[config.mk]
export PLATFORM = sky130hd
export DESIGN_NAME = mtc_calibration_control
export DESIGN_NICKNAME = d
export VERILOG_FILES = /design/src/rtl/mtc_pkg.sv /design/src/rtl/mtc_stat_if.sv /design/src/rtl/mtc_calibration_control.sv /design/src/rtl/mtc_pulse_stat.sv
export SDC_FILE = /design/constraint.sdc
export NUM_CORES = 1
export LEC_CHECK = 0
export ABC_AREA = 1
export CAP_MARGIN = 20
export CORE_UTILIZATION = 50
export DETAILED_ROUTE_END_ITERATION = 12
export DONT_BUFFER_PORTS = 1
export MAX_ROUTING_LAYER = met4
export SLEW_MARGIN = 20
export SYNTH_ARGS = -nofsm -noshare
export SYNTH_HDL_FRONTEND = slang
export SYNTH_HIERARCHICAL = 1
export SYNTH_SLANG_ARGS = --single-unit
[constraint.sdc]
create_clock -name clk -period 7.5 [get_ports clk]
set_input_delay 0.75 -clock clk [delete_from_list [all_inputs] [get_ports clk]]
set_output_delay 0.75 -clock clk [all_outputs]
set_load 0.01 [all_outputs]
[src/rtl/mtc_pkg.sv]
// Constants, register map and types of the multi-turn calibration control block.
// Assumes a byte-wide register port driven synchronously to the encoder clock.
package mtc_pkg;
    // ------------------------------------------------------------
    // Register offsets
    // ------------------------------------------------------------
    localparam logic [7:0] ADDR_ALARM_CMD = 8'h02;
    localparam logic [7:0] ADDR_CAL_CMD = 8'h06;
    localparam logic [7:0] ADDR_COMP_MON_CMD = 8'h08;
    localparam logic [7:0] ADDR_TEST_CTRL = 8'h0a;
    localparam logic [7:0] ADDR_ENC_ERR_LO = 8'h22;
    localparam logic [7:0] ADDR_ENC_ERR_HI = 8'h23;
    localparam logic [7:0] ADDR_CAL_STATUS = 8'h2b;
    localparam logic [7:0] ADDR_TURN_COUNT = 8'h30;
    localparam logic [7:0] ADDR_OFFSET_HI = 8'h3e;
    localparam logic [7:0] ADDR_OFFSET_LO = 8'h3f;
    localparam logic [7:0] ADDR_COMP_HI = 8'h40;
    localparam logic [7:0] ADDR_COMP_LO = 8'h41;
    localparam logic [7:0] ADDR_TURN_ERR = 8'h42;
    localparam logic [7:0] ADDR_MON_ERR = 8'h43;
    localparam logic [7:0] ADDR_ALARM_READY = 8'h44;
    localparam logic [7:0] ADDR_RESULT_READY = 8'h45;
    localparam logic [7:0] ADDR_PULSE_LOW = 8'h46;
    localparam logic [7:0] ADDR_PULSE_MEAN = 8'h47;
    // ------------------------------------------------------------
    // Field positions
    // ------------------------------------------------------------
    localparam int BIT_ALARM_CLEAR = 2;
    localparam int BIT_COUNT_CLEAR = 1;
    localparam int BIT_CW_ENABLE = 2;
    localparam int BIT_CCW_ENABLE = 3;
    localparam int BIT_COMP_CLEAR = 0;
    localparam int BIT_MON_TRIGGER = 2;
    localparam int BIT_TEST_MODE = 7;
    localparam int BIT_DEVICE_READY = 4;
    localparam int BIT_ALARM_TRIGGER = 7;
    // ------------------------------------------------------------
    // Reset values, widths and timing
    // ------------------------------------------------------------
    localparam logic [7:0] REG_RESET = 8'h00;
    localparam int TURN_COUNT_W = 39;
    localparam int ALIGN_REVS = 2;
    localparam int PULSE_STAT_LOG2 = 8;
    localparam int CLK_HZ = 100_000_000;
    localparam int ALIGN_TIMEOUT_MS = 2400;
    localparam int ALIGN_TIMEOUT_CYCLES = ALIGN_TIMEOUT_MS * (CLK_HZ / 1000);

    typedef enum logic [1:0] {
        AL_IDLE = 2'b00,
        AL_CW = 2'b01,
        AL_CCW = 2'b10,
        AL_STORE = 2'b11
    } mtc_align_t;
endpackage

[src/rtl/mtc_stat_if.sv]
// Link between the calibration registers and the pulse statistics engine.
// Assumes both ends run on the same clock.
`timescale 1ns/1ps
interface mtc_stat_if;
    logic run;
    logic sampleValid;
    logic [7:0] sample;
    logic done;
    logic [7:0] lowBound;
    logic [7:0] mean;
    modport ctrl (output run, output sampleValid, output sample,
        input done, input lowBound, input mean);
    modport engine (input run, input sampleValid, input sample,
        output done, output lowBound, output mean);
endinterface

[src/rtl/mtc_calibration_control.sv]
// Calibration command and status registers of the multi-turn counter.
// Assumes a byte register port and sensor events synchronous to clk.
`timescale 1ns/1ps
module mtc_calibration_control
    import mtc_pkg::*;
#(
    parameter int TIMEOUT_CYCLES = ALIGN_TIMEOUT_CYCLES,
    parameter int COUNT_W = TURN_COUNT_W,
    parameter int STAT_LOG2 = PULSE_STAT_LOG2
) (
    // Clock and reset
    input wire logic clk,
    input wire logic rst,
    // Register port
    input wire logic regWrite,
    input wire logic regRead,
    input wire logic [7:0] regAddr,
    input wire logic [7:0] regWrData,
    output logic [7:0] regRdData,
    // Shaft sensing
    input wire logic revTick,
    input wire logic revClockwise,
    input wire logic magnetZero,
    input wire logic [15:0] wheelPosition,
    input wire logic pulseValid,
    input wire logic [7:0] pulseCode,
    // Compensation and fault sources
    input wire logic xcCompValid,
    input wire logic [15:0] xcCompIn,
    input wire logic [3:0] statusFault,
    input wire logic [6:0] encoderFault,
    input wire logic [1:0] turnFault,
    input wire logic [7:0] monitorFault,
    // Nonvolatile offset store
    input wire logic [15:0] nvRestoredOffset,
    output logic nvStoreStrobe,
    output logic [15:0] nvStoreData,
    // Mode
    output logic testMode
);
    // ------------------------------------------------------------
    // Decode
    // ------------------------------------------------------------
    mtc_align_t state;
    logic wrCal, wrComp, wrTest, alarmClear, countClear, compClear, cwStart, ccwStart;
    logic cwEnable, ccwEnable, monTrigger, booted;
    logic cwDone, ccwDone, alignFail, captured, deviceReady, turnReady, resultReady;
    logic [1:0] revCnt;
    logic [31:0] timer;
    logic [15:0] firstCapture, alignOffset, xcComp;
    logic [COUNT_W-1:0] turnCount;
    logic [3:0] statusFlags;
    logic [6:0] encoderFlags;
    logic [1:0] turnFlags;
    logic [7:0] monitorFlags;
    logic [7:0] next_rdData;
    logic anyFault;
    logic [16:0] offsetSum;
    mtc_stat_if st ();

    assign wrCal = regWrite && regAddr == ADDR_CAL_CMD;
    assign wrComp = regWrite && regAddr == ADDR_COMP_MON_CMD;
    assign wrTest = regWrite && regAddr == ADDR_TEST_CTRL;
    assign alarmClear = regWrite && regAddr == ADDR_ALARM_CMD && regWrData[BIT_ALARM_CLEAR];
    assign countClear = wrCal && testMode && regWrData[BIT_COUNT_CLEAR];
    assign compClear = wrComp && regWrData[BIT_COMP_CLEAR];
    // Alignment commands are honoured only in counter test mode.
    assign cwStart = wrCal && testMode && state == AL_IDLE && regWrData[BIT_CW_ENABLE]
        && !regWrData[BIT_CCW_ENABLE];
    assign ccwStart = wrCal && testMode && state == AL_IDLE && regWrData[BIT_CW_ENABLE]
        && regWrData[BIT_CCW_ENABLE] && cwDone;
    assign anyFault = |{statusFault, encoderFault, turnFault, monitorFault};
    assign offsetSum = {1'b0, firstCapture} + {1'b0, wheelPosition};

    // ------------------------------------------------------------
    // Command registers
    // ------------------------------------------------------------
    always_ff @(posedge clk or posedge rst) begin
        if (rst) begin
            testMode <= 1'b0;
            cwEnable <= 1'b0;
            ccwEnable <= 1'b0;
            monTrigger <= 1'b0;
        end else begin
            if (wrTest) begin
                testMode <= regWrData[BIT_TEST_MODE];
            end
            if (wrCal) begin
                cwEnable <= regWrData[BIT_CW_ENABLE];
                ccwEnable <= regWrData[BIT_CCW_ENABLE];
            end
            if (wrComp) begin
                monTrigger <= regWrData[BIT_MON_TRIGGER];
            end
        end
    end

    // ------------------------------------------------------------
    // Alignment sequencer
    // ------------------------------------------------------------
    // The timeout guards against a stalled shaft; it is looser than the host wait.
    always_ff @(posedge clk or posedge rst) begin
        if (rst) begin
            state <= AL_IDLE;
            revCnt <= 2'b00;
            timer <= 32'h0;
            captured <= 1'b0;
            firstCapture <= 16'h0000;
            cwDone <= 1'b0;
            ccwDone <= 1'b0;
            alignFail <= 1'b0;
            nvStoreStrobe <= 1'b0;
        end else begin
            nvStoreStrobe <= 1'b0;
            if (alarmClear) begin
                alignFail <= 1'b0;
            end
            case (state)
                AL_IDLE: begin
                    revCnt <= 2'b00;
                    timer <= 32'h0;
                    captured <= 1'b0;
                    if (cwStart) begin
                        state <= AL_CW;
                        cwDone <= 1'b0;
                        ccwDone <= 1'b0;
                        alignFail <= 1'b0;
                    end else if (ccwStart) begin
                        state <= AL_CCW;
                        ccwDone <= 1'b0;
                        alignFail <= 1'b0;
                    end
                end
                AL_CW, AL_CCW: begin
                    timer <= timer + 32'h1;
                    if (magnetZero && !captured) begin
                        captured <= 1'b1;
                        if (state == AL_CW) begin
                            firstCapture <= wheelPosition;
                        end
                    end
                    if (timer == 32'(TIMEOUT_CYCLES - 1)
                        || (revTick && revClockwise != (state == AL_CW))) begin
                        state <= AL_IDLE;
                        alignFail <= 1'b1;
                    end else if (revTick) begin
                        revCnt <= revCnt + 2'b01;
                        if (revCnt == 2'(ALIGN_REVS - 1)) begin
                            if (!captured) begin
                                state <= AL_IDLE;
                                alignFail <= 1'b1;
                            end else if (state == AL_CW) begin
                                state <= AL_IDLE;
                                cwDone <= 1'b1;
                            end else begin
                                state <= AL_STORE;
                                ccwDone <= 1'b1;
                            end
                        end
                    end
                end
                AL_STORE: begin
                    // The offset goes to nonvolatile memory with no host action.
                    nvStoreStrobe <= 1'b1;
                    state <= AL_IDLE;
                end
                default: begin
                    state <= AL_IDLE;
                end
            endcase
        end
    end

    // ------------------------------------------------------------
    // Offset, turn count and compensation
    // ------------------------------------------------------------
    // The restored offset is taken one clock after reset release, never under reset.
    always_ff @(posedge clk or posedge rst) begin
        if (rst) begin
            booted <= 1'b0;
            alignOffset <= 16'h0000;
        end else if (!booted) begin
            booted <= 1'b1;
            alignOffset <= nvRestoredOffset;
        end else if ((state == AL_CCW) && magnetZero && !captured) begin
            alignOffset <= offsetSum[16:1];
        end
    end
    assign nvStoreData = alignOffset;

    always_ff @(posedge clk or posedge rst) begin
        if (rst) begin
            turnCount <= '0;
            turnReady <= 1'b0;
        end else begin
            turnReady <= booted;
            if (countClear) begin
                turnCount <= '0;
            end else if (revTick) begin
                turnCount <= revClockwise ? turnCount + 1'b1 : turnCount - 1'b1;
            end
        end
    end

    always_ff @(posedge clk or posedge rst) begin
        if (rst) begin
            xcComp <= 16'h0000;
        end else if (xcCompValid) begin
            xcComp <= xcCompIn;
        end else if (compClear) begin
            xcComp <= 16'h0000;
        end
    end

    // ------------------------------------------------------------
    // Sticky faults and readiness
    // ------------------------------------------------------------
    // A fault arriving with the alarm clear survives it.
    always_ff @(posedge clk or posedge rst) begin
        if (rst) begin
            statusFlags <= 4'h0;
            encoderFlags <= 7'h00;
            turnFlags <= 2'h0;
            monitorFlags <= 8'h00;
            deviceReady <= 1'b0;
        end else begin
            if (alarmClear) begin
                statusFlags <= statusFault;
                encoderFlags <= encoderFault;
                turnFlags <= turnFault;
                monitorFlags <= monitorFault;
                deviceReady <= !anyFault;
            end else begin
                statusFlags <= statusFlags | statusFault;
                encoderFlags <= encoderFlags | encoderFault;
                turnFlags <= turnFlags | turnFault;
                monitorFlags <= monitorFlags | monitorFault;
                if (anyFault) begin
                    deviceReady <= 1'b0;
                end
            end
        end
    end

    // ------------------------------------------------------------
    // Pulse self-check
    // ------------------------------------------------------------
    assign st.run = monTrigger;
    assign st.sampleValid = pulseValid;
    assign st.sample = pulseCode;

    mtc_pulse_stat #(
        .LOG2N(STAT_LOG2)
    ) u_stat (
        .clk(clk),
        .rst(rst),
        .st(st)
    );

    always_ff @(posedge clk or posedge rst) begin
        if (rst) begin
            resultReady <= 1'b0;
        end else if (st.done) begin
            resultReady <= 1'b1;
        end else if (wrComp && regWrData[BIT_MON_TRIGGER] && !monTrigger) begin
            resultReady <= 1'b0;
        end
    end

    // ------------------------------------------------------------
    // Read mux
    // ------------------------------------------------------------
    always_comb begin
        case (regAddr)
            ADDR_CAL_CMD: next_rdData = {4'h0, ccwEnable, cwEnable, 2'b00};
            ADDR_COMP_MON_CMD: next_rdData = {5'h00, monTrigger, 2'b00};
            ADDR_TEST_CTRL: next_rdData = {testMode, 7'h00};
            ADDR_ENC_ERR_LO: next_rdData = {3'h0, encoderFlags[4:0]};
            ADDR_ENC_ERR_HI: next_rdData = {6'h00, encoderFlags[6:5]};
            ADDR_CAL_STATUS: next_rdData = {statusFlags[3], state != AL_IDLE, ccwDone,
                cwDone, statusFlags[2:1], alignFail, statusFlags[0]};
            ADDR_TURN_COUNT: next_rdData = 8'({1'b0, turnCount[COUNT_W-1:32]});
            ADDR_TURN_COUNT + 8'h01: next_rdData = turnCount[31:24];
            ADDR_TURN_COUNT + 8'h02: next_rdData = turnCount[23:16];
            ADDR_TURN_COUNT + 8'h03: next_rdData = turnCount[15:8];
            ADDR_TURN_COUNT + 8'h04: next_rdData = turnCount[7:0];
            ADDR_OFFSET_HI: next_rdData = alignOffset[15:8];
            ADDR_OFFSET_LO: next_rdData = alignOffset[7:0];
            ADDR_COMP_HI: next_rdData = xcComp[15:8];
            ADDR_COMP_LO: next_rdData = xcComp[7:0];
            ADDR_TURN_ERR: next_rdData = {6'h00, turnFlags};
            ADDR_MON_ERR: next_rdData = monitorFlags;
            ADDR_ALARM_READY: next_rdData = {anyFlag(), 2'b00, deviceReady, 4'h0};
            ADDR_RESULT_READY: next_rdData = {4'h0, resultReady, ccwDone, cwDone, turnReady};
            ADDR_PULSE_LOW: next_rdData = st.lowBound;
            ADDR_PULSE_MEAN: next_rdData = st.mean;
            default: next_rdData = REG_RESET;
        endcase
    end

    function automatic logic anyFlag();
        anyFlag = |{statusFlags, encoderFlags, turnFlags, monitorFlags};
    endfunction

    always_ff @(posedge clk or posedge rst) begin
        if (rst) begin
            regRdData <= REG_RESET;
        end else if (regRead) begin
            regRdData <= next_rdData;
        end
    end
endmodule

[src/rtl/mtc_pulse_stat.sv]
// Pulse level statistics: window mean, then mean absolute deviation.
// Assumes samples arrive only while the shaft turns.
`timescale 1ns/1ps
module mtc_pulse_stat
    import mtc_pkg::*;
#(
    parameter int LOG2N = PULSE_STAT_LOG2
) (
    // Clock and reset
    input wire logic clk,
    input wire logic rst,
    // Statistics link
    mtc_stat_if.engine st
);
    // ------------------------------------------------------------
    // Two passes
    // ------------------------------------------------------------
    // Sigma is taken as 1.25 times the mean deviation, so four sigma is five deviations;
    // this avoids a square root at the cost of a small bias for skewed data.
    logic runSeen;
    logic phase;
    logic finished;
    logic [LOG2N-1:0] cnt;
    logic [LOG2N+7:0] acc;
    logic [7:0] dev;
    logic [10:0] fiveDev;

    assign dev = (st.sample > st.mean) ? st.sample - st.mean : st.mean - st.sample;
    assign fiveDev = 11'(((acc + dev) >> LOG2N) * 5);

    always_ff @(posedge clk or posedge rst) begin
        if (rst) begin
            runSeen <= 1'b0;
            phase <= 1'b0;
            finished <= 1'b0;
            cnt <= '0;
            acc <= '0;
            st.done <= 1'b0;
            st.mean <= 8'h00;
            st.lowBound <= 8'h00;
        end else begin
            runSeen <= st.run;
            st.done <= 1'b0;
            if (st.run && !runSeen) begin
                phase <= 1'b0;
                finished <= 1'b0;
                cnt <= '0;
                acc <= '0;
            end else if (st.run && st.sampleValid && !finished) begin
                cnt <= cnt + 1'b1;
                acc <= acc + (phase ? {{LOG2N{1'b0}}, dev} : {{LOG2N{1'b0}}, st.sample});
                if (&cnt) begin
                    acc <= '0;
                    if (!phase) begin
                        phase <= 1'b1;
                        st.mean <= 8'((acc + st.sample) >> LOG2N);
                    end else begin
                        finished <= 1'b1;
                        st.done <= 1'b1;
                        st.lowBound <= (fiveDev >= {3'h0, st.mean}) ? 8'h00
                            : 8'({3'h0, st.mean} - fiveDev);
                    end
                end
            end
        end
    end
endmodule

==> results.md <==
Timing:
- The worst pin sits at a relative slew slack of 0.268.
- For this run, the top clock speed supported by timing is about 170 MHz.
- The total negative slack for setup checks is 0 ns.
- The share of the cycle needed by the critical path after routing is 0.798.
- Setup repair after global routing left no endpoint under its margin.
- The worst clock skew on the final layout is about 0.033 ns.
- The count of pins over their slew limit came to 0.
- The final setup violation count is 0.
- At the pin with the least slew margin, the transition time is 1.09 ns.
- The final count of hold timing violations was 0.
- The routed design could run at a clock period as short as around 6 ns.

Logic synthesis:
- The synthesis warning total is 6.
- The flip-flop and latch count after synthesis is ~210.
- The biggest area contributor in the post-synthesis netlist is dfrtp_1.
- The top cell type's share of synthesized area is 0.303.
- The prevailing post-synth register cell is dfrtp_1.
- Of the total synthesized cell area, the portion taken by AND, OR, NAND and NOR gates is 0.366.
- After synthesis the cells add up to roughly 17000 um^2.
- The unique cell type count in the Yosys netlist is 50.
- By area, the combinational part of the netlist is dominated by simple AND/OR/NAND/NOR gates.
- The arithmetic-cell share of the synthesized area counting full adders, half adders and majority gates is 0.0979.
- The compound-cell area share of the yosys netlist is 0.106.
- Of all flip-flops after synthesis, the portion carrying an async set or reset was 1.00.
- The synthesized net count is 2884.
- Counting flops with a built-in enable in the synthesized netlist gives 0.
- The parity-gate share of the synthesized area counting xor and xnor cells is 0.0188.
- For this run, the register share of the synthesized area comes to 0.303.
- Measured against the total synthesized area, the mux share comes to 0.0111.
- Ranked by total cell area, the synthesized netlist is headed by dfrtp_1 30%, nand2_1 19%, ha_1 9.0%, inv_1 8.3%, nand3_1 6.1%.
- After synthesis, the mean cell area works out to about 6.5 um^2.
- In the synthesized netlist, the number of instances is 2651.

Routing:
- For this block, the via count after detailed routing is approximately 17000.
- Wires add up to between 50000 and 60000 um.
- Dividing the detail-routed via count by the number of cells gives 5.40.
- The detailed router finished its first iteration with 1200 violations.
- The pre-antenna-repair detailed-routing pass consisted of 5 iterations.
- The DRC violation count after routing is 0.
- The routed wirelength normalized by instance count is roughly 17 um.
- The count of nets left with antenna violations once routing finished came out at 0.

Global routing:
- The overall global routing resource usage is 0.310.
- The first-pass GRT wire length is 84500 um.
- The number of antenna violations at the first check in global routing came to 0.
- Entering global routing, the biggest net connects between 90 and 100 pins.
- The total overflow left after global routing is 0.
- The number of global-route vias before repair is between 15000 and 20000.

Power:
- For this design the static power due to leakage is about 10 nW.
- The total power consumption of the routed design is a little under 0.006 W.
- The total power per unit cell area is between 300 and 400 nW/um^2.
- IR analysis of the VDD net gives a maximum drop of approximately 0.2 mV.

Worst setup path:
- The worst setup path is launched from a register.
- Counting cells, the worst reg-to-reg path comes to 33.
- The most prevalent standard cell on the critical path is nand2_1.
- The cell at the slowest stage of the critical path is dfrtp_1.
- In this run the worst setup path begins at u_stat/st.mean[1].
- The startpoint identified for the worst register-to-register timing path is u_stat/st.mean[1].
- Along the worst path, the maximum fanout reaches 10.
- The endpoint identified for the worst register-to-register timing path is u_stat/st.lowBound[4].
- The critical path class is reg -> reg.
- At the worst endpoint, the arrival time is between 6 and 7 ns.
- The endpoint required time on the critical path is between 7 and 8 ns.
- The critical path capture point is u_stat/st.lowBound[4].
- Setup slack on the worst reg-to-reg path comes out at approximately 1.5 ns.
- In this design, the stage delay of the slowest critical-path cell is about 0.54 ns.
- The sort of element at the end of the critical path is a register.

Floorplan:
- The die is approximately 190 um tall.
- The count of boundary I/O pins is around 130.
- The horizontal die dimension is about 190 um.
- The initial standard-cell utilization of the core is 0.511.
- The core region is roughly 34000 um^2.
- The row count is 67.
- The floorplan die area is about 35000 um^2.

Clock network:
- CTS built an H-tree with a depth of 1.
- In this run, post-CTS repair resized a total of 0 instances.
- The library cell used as clock root buffer is clkbuf_16.
- The insertion delay to the later sink of the worst-skew pair is 0.56 ns.
- The clock sink count is between 200 and 250.
- The maximum clock insertion buffer count is 3.
- The TritonCTS clock tree is done.
- The register clock-pin slew on the reported worst setup and hold paths is 0.06 ns.
- In this run the post-CTS setup repair buffer count came out at 0.
- TritonCTS created 27 clock buffers.
- The count of hold-fix buffers inserted at cts is 0.

Run status:
- The run finished with clean final reports.

Layout:
- The repair_antennas step left the layout with diodes totalling 0.
- The layout net count is between 2000 and 3000.
- Across the whole layout, storage elements account for ~5200 um^2.
- The area added between synthesis and finish is 7.56%.
- The footprint of the multi-input gates is ~10000 um^2.
- After filler insertion, the fill cell instance count of the layout stands at ~3400.
- The fraction of layout instances using a drive strength above 1 is 0.0416.

Place:
- The count of buffers added on input and output ports is 0.
- Summed over all nets, the half-perimeter wirelength after detailed placement is approximately 42000 um.
- The congestion estimate from routability-driven global placement came to approximately 0.97.

Flow run:
- Max-cap violations in this run came to 0.

Hold path:
- The path class of the tightest hold or removal check is in -> async.
[placed cells by master, fill, tap and decap left out, drive strengths merged, types with 7 or more instances in the layout]
cell type	netlist	layout
a21oi	96	96
nor2	271	271
fa	7	7
nand2	894	894
o22ai	12	12
o211ai	12	12
mux2	17	17
ha	124	124
o21a	9	9
nor3	40	40
xnor2	17	17
inv	392	392
o21bai	29	29
nand4	51	51
a21o	9	9
clkbuf	13	36
o21ai	125	125
dfrtp	209	209
nand3b	15	15
a31oi	9	9
clkinv	6	11
nor4	10	10
nand3	213	213
xor2	20	20
[logic make-up after synthesis]
logic type	after synthesis
AOI/OAI and AO/OA	318
xor gates and xnor gates	37
adders and majority gates	131
buffers and inverters	430
DFF	209
muxes	17
other	1
and+or+nand+nor	1508
[worst min-delay path by stage]
stage          depth (start not counted)  slack [ns]          end
6_report                               1        0.21    timer[21]
5_1_grt                                1        0.23  deviceReady
4_1_cts                                1        0.23  deviceReady
3_5_place_dp                           2        0.43  resultReady
3_3_place_gp                           2        0.43  resultReady
2_1_floorplan                          2        0.41  resultReady
[state kept, by name (all words and copies together), names as in the netlist, 16 cells and up]
register / cells
timer: 32
turnCount: 39
firstCapture: 16
u_stat/acc: 16
nvStoreData: 16
xcComp: 16
[routing by layer]
metal	track usage	vias up	share of wire	wire, um
li1	-	8529	-	-
met1	0.419	7699	0.47	24500
met2	0.464	511	0.43	22500
met3	0.0689	90	0.079	4120
met4	0.0872	0	0.025	1330
met5	-	-	0	0
[power by group]
| part | switching, W | internal, W | total, W |
|---|---|---|---|
| combinational | 0.00195 | 0.00103 | 0.00298 |
| clock | 0.000513 | 0.000764 | 0.00128 |
| sequential | 0.000249 | 0.00134 | 0.00159 |
| total | 0.00271 | 0.00314 | 0.00585 |
[per-stage QoR]
stage               hold slack, ns  setup WS, ns  utilization  instances  cell area [um^2]
global placement             0.430          1.44        0.524       3070             17700
floorplan                    0.409          2.10            -       2651             17300
global route                 0.230         0.825        0.550       3117             18600
CTS                          0.230          1.56        0.549       3116             18500
detailed placement           0.433          1.41        0.524       3070             17700
finish                       0.212          1.51        0.550       3117             18600
[worst max-delay path, delay by kind of cell, from the launching register on]
family	cells	cell delay, ns
DFF	1	0.54
and+or+nand+nor	18	1.89
buffers and inverters	3	0.33
xor gates and xnor gates	2	0.53
adders and majority gates	6	2.11
AOI/OAI and AO/OA	4	0.49
[synth_stat cells, types with 10 or more instances]
cell and n:
buf_2 11, ha_1 124, mux2_2 17, xnor2_1 17, xor2_1 20, o22ai_1 12
nand2_1 883, inv_1 381, nor2_1 260, nor3_1 39, clkbuf_1 13, nand3b_1 15
o21bai_1 29, dfrtp_1 209, o21ai_0 117, nand4_1 50, nand2_2 11, nand3_1 211
nor4_1 10, o211ai_1 12, a21oi_1 94, inv_2 11
[layout make-up]
type,instances,area share
Multi-Input combinational cell,2012,0.558
Tap cell,448,0.0302
Sequential cell,209,0.282
Clock inverter,10,0.00599
Timing Repair Buffer,4,0.00269
Clock buffer,36,0.0403
Inverter,398,0.0808
No activity file was read; power rests on OpenSTA's default activity.
